--- config.mk ---
export PLATFORM = sky130hd
export DESIGN_NAME = asl_host
export DESIGN_NICKNAME = d
export VERILOG_FILES = /design/src/hdl/asl_pkg.sv /design/src/hdl/asl_angle_form.sv /design/src/hdl/asl_host.sv
export SDC_FILE = /design/constraint.sdc
export NUM_CORES = 1
export LEC_CHECK = 0
export ABC_AREA = 1
export BUFFER_PORTS_ARGS = -buffer_cell sky130_fd_sc_hd__buf_2
export CAP_MARGIN = 30
export CORE_ASPECT_RATIO = 2
export CORE_MARGIN = 2
export CORE_UTILIZATION = 45
export DETAILED_ROUTE_END_ITERATION = 6
export PLACE_DENSITY = 0.7
export SLEW_MARGIN = 20
export SYNTH_ARGS = -nofsm -noshare
export SYNTH_HDL_FRONTEND = slang
export SYNTH_HIERARCHICAL = 1
export SYNTH_SLANG_ARGS = --single-unit
export TNS_END_PERCENT = 10
--- constraint.sdc ---
create_clock -name clk -period 1.55 [get_ports clk]
set_input_delay 0.2325 -clock clk [delete_from_list [all_inputs] [get_ports clk]]
set_output_delay 0.2325 -clock clk [all_outputs]
set_load 0.02 [all_outputs]
--- src/hdl/asl_pkg.sv ---
// Package of constants for the angle strobe load host controller
// ==========================================================================
package asl_pkg;
  // ==========================================================================
  // Clock and timing
  localparam int CLK_PERIOD_NS = 40;
  localparam int STROBE_HIGH_NS = 100;
  localparam int STROBE_GAP_NS = 2730;
  localparam int SETUP_NS = 25;
  localparam int BUSY_WAIT_NS = 2500;
  localparam int STROBE_HIGH_CYC = (STROBE_HIGH_NS + CLK_PERIOD_NS - 1) / CLK_PERIOD_NS;
  localparam int STROBE_GAP_CYC = (STROBE_GAP_NS + CLK_PERIOD_NS - 1) / CLK_PERIOD_NS;
  localparam int SETUP_CYC = (SETUP_NS + CLK_PERIOD_NS - 1) / CLK_PERIOD_NS;
  localparam int BUSY_WAIT_CYC = (BUSY_WAIT_NS + CLK_PERIOD_NS - 1) / CLK_PERIOD_NS;
  localparam int CNT_W = 8;
  // ==========================================================================
  // Angle word
  localparam int ANGLE_W = 12;
  localparam int POLE_W = 2;
  localparam logic [ANGLE_W-1:0] ANGLE_RST = 12'h000;
  typedef enum logic [2:0] {
    ASL_IDLE, ASL_SETUP, ASL_HIGH, ASL_BUSY_RISE, ASL_BUSY_FALL, ASL_GAP
  } asl_state_t;
endpackage

--- src/hdl/asl_angle_form.sv ---
// Angle forming: pole shift and direction
`timescale 1ns/1ps
module asl_angle_form
  import asl_pkg::*;
(
  input wire logic [ANGLE_W-1:0] src_angle,
  input wire logic [POLE_W-1:0] pole_shift,
  input wire logic reverse,
  output logic [ANGLE_W-1:0] angle
);
  logic [ANGLE_W-1:0] shifted;
  always_comb begin
    // Top bits wrap away, as one electrical turn per pole pair
    shifted = src_angle << pole_shift;
    angle = reverse ? ANGLE_W'(~shifted + 12'h001) : shifted;
  end
endmodule

--- src/hdl/asl_host.sv ---
// Host controller driving angle word and strobe into the converter
`timescale 1ns/1ps
module asl_host
  import asl_pkg::*;
(
  input wire logic clk,
  input wire logic rst_n,
  input wire logic [ANGLE_W-1:0] src_angle,
  input wire logic [POLE_W-1:0] pole_shift,
  input wire logic reverse,
  input wire logic load_req,
  output logic load_ack,
  input wire logic busy,
  output logic [ANGLE_W-1:0] angle_out,
  output logic strobe,
  output logic timeout_err
);
  // ==========================================================================
  // Types and registers
  typedef struct packed {
    asl_state_t st;
    logic [CNT_W-1:0] cnt;
    logic [CNT_W-1:0] gap;
    logic [ANGLE_W-1:0] angle;
    logic strobe;
    logic err;
  } asl_host_t;

  localparam asl_host_t HOST_RST = '{
    st: ASL_IDLE,
    cnt: 8'h00,
    gap: 8'h00,
    angle: ANGLE_RST,
    strobe: 1'b0,
    err: 1'b0
  };

  asl_host_t st_r;
  asl_host_t st_nxt;
  logic [ANGLE_W-1:0] formed;

  asl_angle_form asl_angle_form_inst (
    .src_angle(src_angle),
    .pole_shift(pole_shift),
    .reverse(reverse),
    .angle(formed)
  );

  // ==========================================================================
  // Counting helpers
  function automatic logic done(
    input logic [CNT_W-1:0] c,
    input int lim
  );
    done = c >= CNT_W'(lim - 1);
  endfunction

  // Saturates so a stuck busy cannot wrap a count back into range
  function automatic logic [CNT_W-1:0] sat_inc(
    input logic [CNT_W-1:0] c
  );
    if (c == 8'hFF) begin
      sat_inc = c;
    end else begin
      sat_inc = c + 8'h01;
    end
  endfunction

  // Busy never came or never went: flag it, not waited on forever
  function automatic asl_host_t give_up(
    input asl_host_t s
  );
    asl_host_t n;
    n = s;
    n.err = 1'b1;
    n.st = ASL_GAP;
    return n;
  endfunction

  // ==========================================================================
  // State steps
  function automatic asl_host_t step_idle(
    input asl_host_t s,
    input logic req,
    input logic [ANGLE_W-1:0] a
  );
    asl_host_t n;
    n = s;
    n.cnt = 8'h00;
    if (req) begin
      n.angle = a;
      n.err = 1'b0;
      n.st = ASL_SETUP;
    end
    return n;
  endfunction

  function automatic asl_host_t step_setup(
    input asl_host_t s
  );
    asl_host_t n;
    n = s;
    n.cnt = sat_inc(s.cnt);
    // Data settles ahead of the rising strobe edge
    if (done(s.cnt, SETUP_CYC)) begin
      n.strobe = 1'b1;
      n.cnt = 8'h00;
      n.st = ASL_HIGH;
    end
    return n;
  endfunction

  function automatic asl_host_t step_high(
    input asl_host_t s
  );
    asl_host_t n;
    n = s;
    n.cnt = sat_inc(s.cnt);
    if (done(s.cnt, STROBE_HIGH_CYC)) begin
      n.strobe = 1'b0;
      n.cnt = 8'h00;
      n.gap = 8'h00;
      n.st = ASL_BUSY_RISE;
    end
    return n;
  endfunction

  function automatic asl_host_t step_busy_rise(
    input asl_host_t s,
    input logic b
  );
    asl_host_t n;
    n = s;
    n.cnt = sat_inc(s.cnt);
    n.gap = sat_inc(s.gap);
    if (b) begin
      // Fresh timer, so a full-length busy is never cut short
      n.cnt = 8'h00;
      n.st = ASL_BUSY_FALL;
    end else if (done(s.cnt, BUSY_WAIT_CYC)) begin
      n = give_up(n);
    end
    return n;
  endfunction

  function automatic asl_host_t step_busy_fall(
    input asl_host_t s,
    input logic b
  );
    asl_host_t n;
    n = s;
    n.cnt = sat_inc(s.cnt);
    n.gap = sat_inc(s.gap);
    if (!b) begin
      n.st = ASL_GAP;
    end else if (done(s.cnt, BUSY_WAIT_CYC)) begin
      n = give_up(n);
    end
    return n;
  endfunction

  function automatic asl_host_t step_gap(
    input asl_host_t s
  );
    asl_host_t n;
    n = s;
    n.gap = sat_inc(s.gap);
    // Counted from the strobe fall, so a short busy still waits it out
    if (done(s.gap, STROBE_GAP_CYC)) begin
      n.st = ASL_IDLE;
    end
    return n;
  endfunction

  // ==========================================================================
  // Sequencer
  // Update rate for harmonic tracking is set by how often load_req comes
  assign load_ack = (st_r.st == ASL_IDLE) && load_req;

  always_comb begin
    st_nxt = st_r;
    unique case (st_r.st)
      ASL_IDLE: begin
        st_nxt = step_idle(st_r, load_req, formed);
      end
      ASL_SETUP: begin
        st_nxt = step_setup(st_r);
      end
      ASL_HIGH: begin
        st_nxt = step_high(st_r);
      end
      ASL_BUSY_RISE: begin
        st_nxt = step_busy_rise(st_r, busy);
      end
      ASL_BUSY_FALL: begin
        st_nxt = step_busy_fall(st_r, busy);
      end
      ASL_GAP: begin
        st_nxt = step_gap(st_r);
      end
    endcase
  end

  // ==========================================================================
  // State register
  always_ff @(posedge clk or negedge rst_n) begin
    if (!rst_n) begin
      st_r <= HOST_RST;
    end else begin
      st_r <= st_nxt;
    end
  end

  // ==========================================================================
  // Outputs
  // Straight from the register, so no decode glitch reaches the device
  assign angle_out = st_r.angle;
  assign strobe = st_r.strobe;
  assign timeout_err = st_r.err;
endmodule

==> results.txt <==
Die Area: 6610 µm²
crit path DAT: 1290 ps
setup-violating endpoint count in the final report: 0
Overall Power: 4620 µW
slew of the pin with the lowest slew margin: 420 ps
pre-CTS setup slack: -150 ps
slowest cell delay on critical path: 470 ps
Worst Hold Depth: 4
drt total wl: 6.70 mm
total gr overflow: 0
Rows: 39
total track usage: 22.8%
Synth Net Count: 434
clock buffer count from CTS: 5
Critical Path End Type: primary output
post-placement cell count: 527
Post-DRT Antenna Nets: 0
Syn Area/Cell: 6.52 µm²
H-tree Lvls: 2
min cycle time layout: 1520 ps
I/O pins: 34
design area: 3360 µm²
GPL Wtd Cong: 0.961
Lkg Pwr: 0.00182 µW
1st-iter DRT viols: 74
Synth Area in XOR/XNOR: 2.29%
Worst Path Buf+Inv: 2
Synth Area in Adders: 2.34%
Area Growth Syn to Fin: 25.5%
Rel. slew slack: 72.0%
post-synthesis compound-gate area fraction: 11.4%
TNS Setup: 0 ps
WS Path Type: flip-flop to primary output
crit path cell chain: inv_2 -> nand3_1 -> nor2_1 -> buf_2
DIE HEIGHT: 113 µm
mux contribution to synthesized area: 0%
vias in the first global route: 2800
RSZ-0062 raised after global routing: true
largest family of logic cells by synthesized area: simple AND/OR/NAND/NOR gates
Yosys reg bits: 33
Slew Viols, Final: 0
post-synthesis cell type count: 30
maxcap violations: 0
Simple-Gate Fraction of Synth Area: 39.9%
Avg Vias per Cell: 5.17
Worst Hold End: st_r[26]$_DFFE_PN0N_
Critical Path Fanout Max: 5
drt wl/cell: 12.5 µm
final net count: 501
Ys Warns: 6
first-pass GRT wire length: 11.7 mm
CP top delay family: flip-flops
fmax: 0.658 GHz
largest net degree at the start of global routing: 34
launching point of the worst reg2reg path: st_r[31]$_DFFE_PN0P_
clk slew on worst S/H paths: 50 ps
ANT cells: 0
Mapped Area: 2670 µm²
fin worst setup slack: 29.9 ps
Req. time, crit path: 1320 ps
R2R Setup Slk: 70 ps
Slowest cell on crit path: dfrtp_2
Worst Skew: 6.79 ps
Port Buffers: 33
Final Hold Violating Endpoints: 0
initial antenna violation count: 0
Vias: 2780
post-synthesis sequential area ratio: 30.9%
power per cell area: 1380 nW/µm²
Core Region: 5710 µm²
Min-Delay Path Class: input port to flip-flop
number of clock sinks: 33
worst-skew pair later-pin latency: 280 ps
CTS tree: done
HPWL after detailed placement: 5.38 mm
startpoint types: flip-flop
DRC Markers: 0
share of layout cells above drive strength 1: 28.5%
filler cell count in the final layout: 576
cells on worst reg2reg path: 7
DIE WIDTH: 58.5 µm
DP Area: 3100 µm²
fin crit share: 98.1%
drt first pass iters: 4
fin cells: 538
CP Depth: 4
initial core utilization: 46.8%
peak supply drop: 1.87 mV
maximum buffer depth of the clock tree: 2
Syn Inst Count: 410
root buffer cell: clkbuf_16
worst min-delay path startpoint: busy
status: finished clean
RR Endpoint: angle_out[7]$_DFFE_PN0P_
## metrics by stage
step	util [%]	hold WS, ps
4_1_cts	57.0	342
5_1_grt	58.8	406
2_1_floorplan	-	-63.1
6_report	58.8	372
3_3_place_gp	54.3	283
3_5_place_dp	54.3	283
## synth_stat cells, drive strengths merged
master	count	area [µm²]
a21oi	5	25.0
buf	20	151
dfrtp	33	826
ha	5	62.6
inv	54	203
nand2	150	581
nand3	57	295
nand3b	1	7.51
nand4	4	25.0
nor2	28	120
nor3	4	25.0
nor4	1	6.26
o211ai	5	37.5
o21ai	32	220
o22ai	1	6.26
o31ai	2	15.0
or2	1	6.26
xnor2	3	26.3
xor2	4	35.0
## cell families (layout without fill, tap and decap cells)
kind of cell | after synthesis | after routing
buf+inv | 74 | 140
fa+ha+maj | 5 | 5
simple gates | 246 | 246
xor+xnor | 7 | 7
flops | 33 | 33
compound gates | 45 | 46
## tightest hold or removal path, cell delays in order
cell	delay, ps
buf_2	120
inv_1	100
nand3_1	90
nand3_1	60
## repair_timing
action / in CTS / in global routing
hold buffers: 1 / 0
setup endpoints to repair: 5 / 31
pin swaps: 0 / 2
endpoints found under the hold margin: 33 / 0
gates cloned: 0 / 1
gates resized for setup: 1 / 25
buffers inserted: 0 / 2
## metal layers
layer | track usage (%) | up-vias | part of all wire (%) | wire length [µm]
li1 | - | 1428 | - | -
met1 | 19.7 | 1257 | 32 | 2130
met2 | 44.4 | 70 | 59 | 3990
met3 | 3.89 | 25 | 3.6 | 239
met4 | 14.7 | 0 | 5.2 | 349
met5 | 0 | - | 0 | 0
## cells in the final DEF (no fill, tap or decap), types with 2 or more instances in the layout
master and n:
dfrtp_2 3, nand3_2 7, clkbuf_16 5, inv_1 49, nor2_2 7, xnor2_1 3, buf_4 44, a21oi_1 5
o21ai_1 4, inv_2 3, nor2_4 3, nand3_1 50, o21ai_2 14, nand4_1 4, o21ai_4 2, nand2_1 142
dfrtp_1 30, o31ai_1 2, nor2_1 18, xor2_1 4, nor3_1 3, o21ai_0 13, nand2_2 7, ha_1 4
buf_2 33, o211ai_1 5
## cell type report
class	count	area, µm²	share of cell area (%)
well taps	61	76.3	2.27
repair buffers	79	526	15.7
inverters	54	209	6.22
clock buffers	7	143	4.25
multi-input cells	304	1570	46.9
flip-flops and latches	33	830	24.7
## where the power goes
group | leakage, µW | internal [µW] | total [µW] | switching [µW]
Sequential | 0.000441 | 1080 | 1240 | 163
Clock | 0.0000700 | 630 | 987 | 357
Combinational | 0.00131 | 890 | 2390 | 1500
## sequential cells by signal, indices dropped and copies added, names as in the netlist
name and cells:
angle_out 12, timeout_err 1, st_r 19, strobe 1
## worst max-delay path by stage
stage	startpoint	endpoint	slack [ps]
after global placement	pole_shift[1]	angle_out[10]$_DFFE_PN0P_	-100
after global routing	st_r[31]$_DFFE_PN0P_	load_ack	-30
final	st_r[31]$_DFFE_PN0P_	load_ack	30
after CTS	st_r[22]$_DFFE_PN0N_	st_r[25]$_DFFE_PN0N_	-10
after floorplan	pole_shift[0]	angle_out[10]$_DFFE_PN0P_	140
after detailed placement	pole_shift[0]	angle_out[8]$_DFFE_PN0P_	-150
No activity file was read; power rests on OpenSTA's default activity.
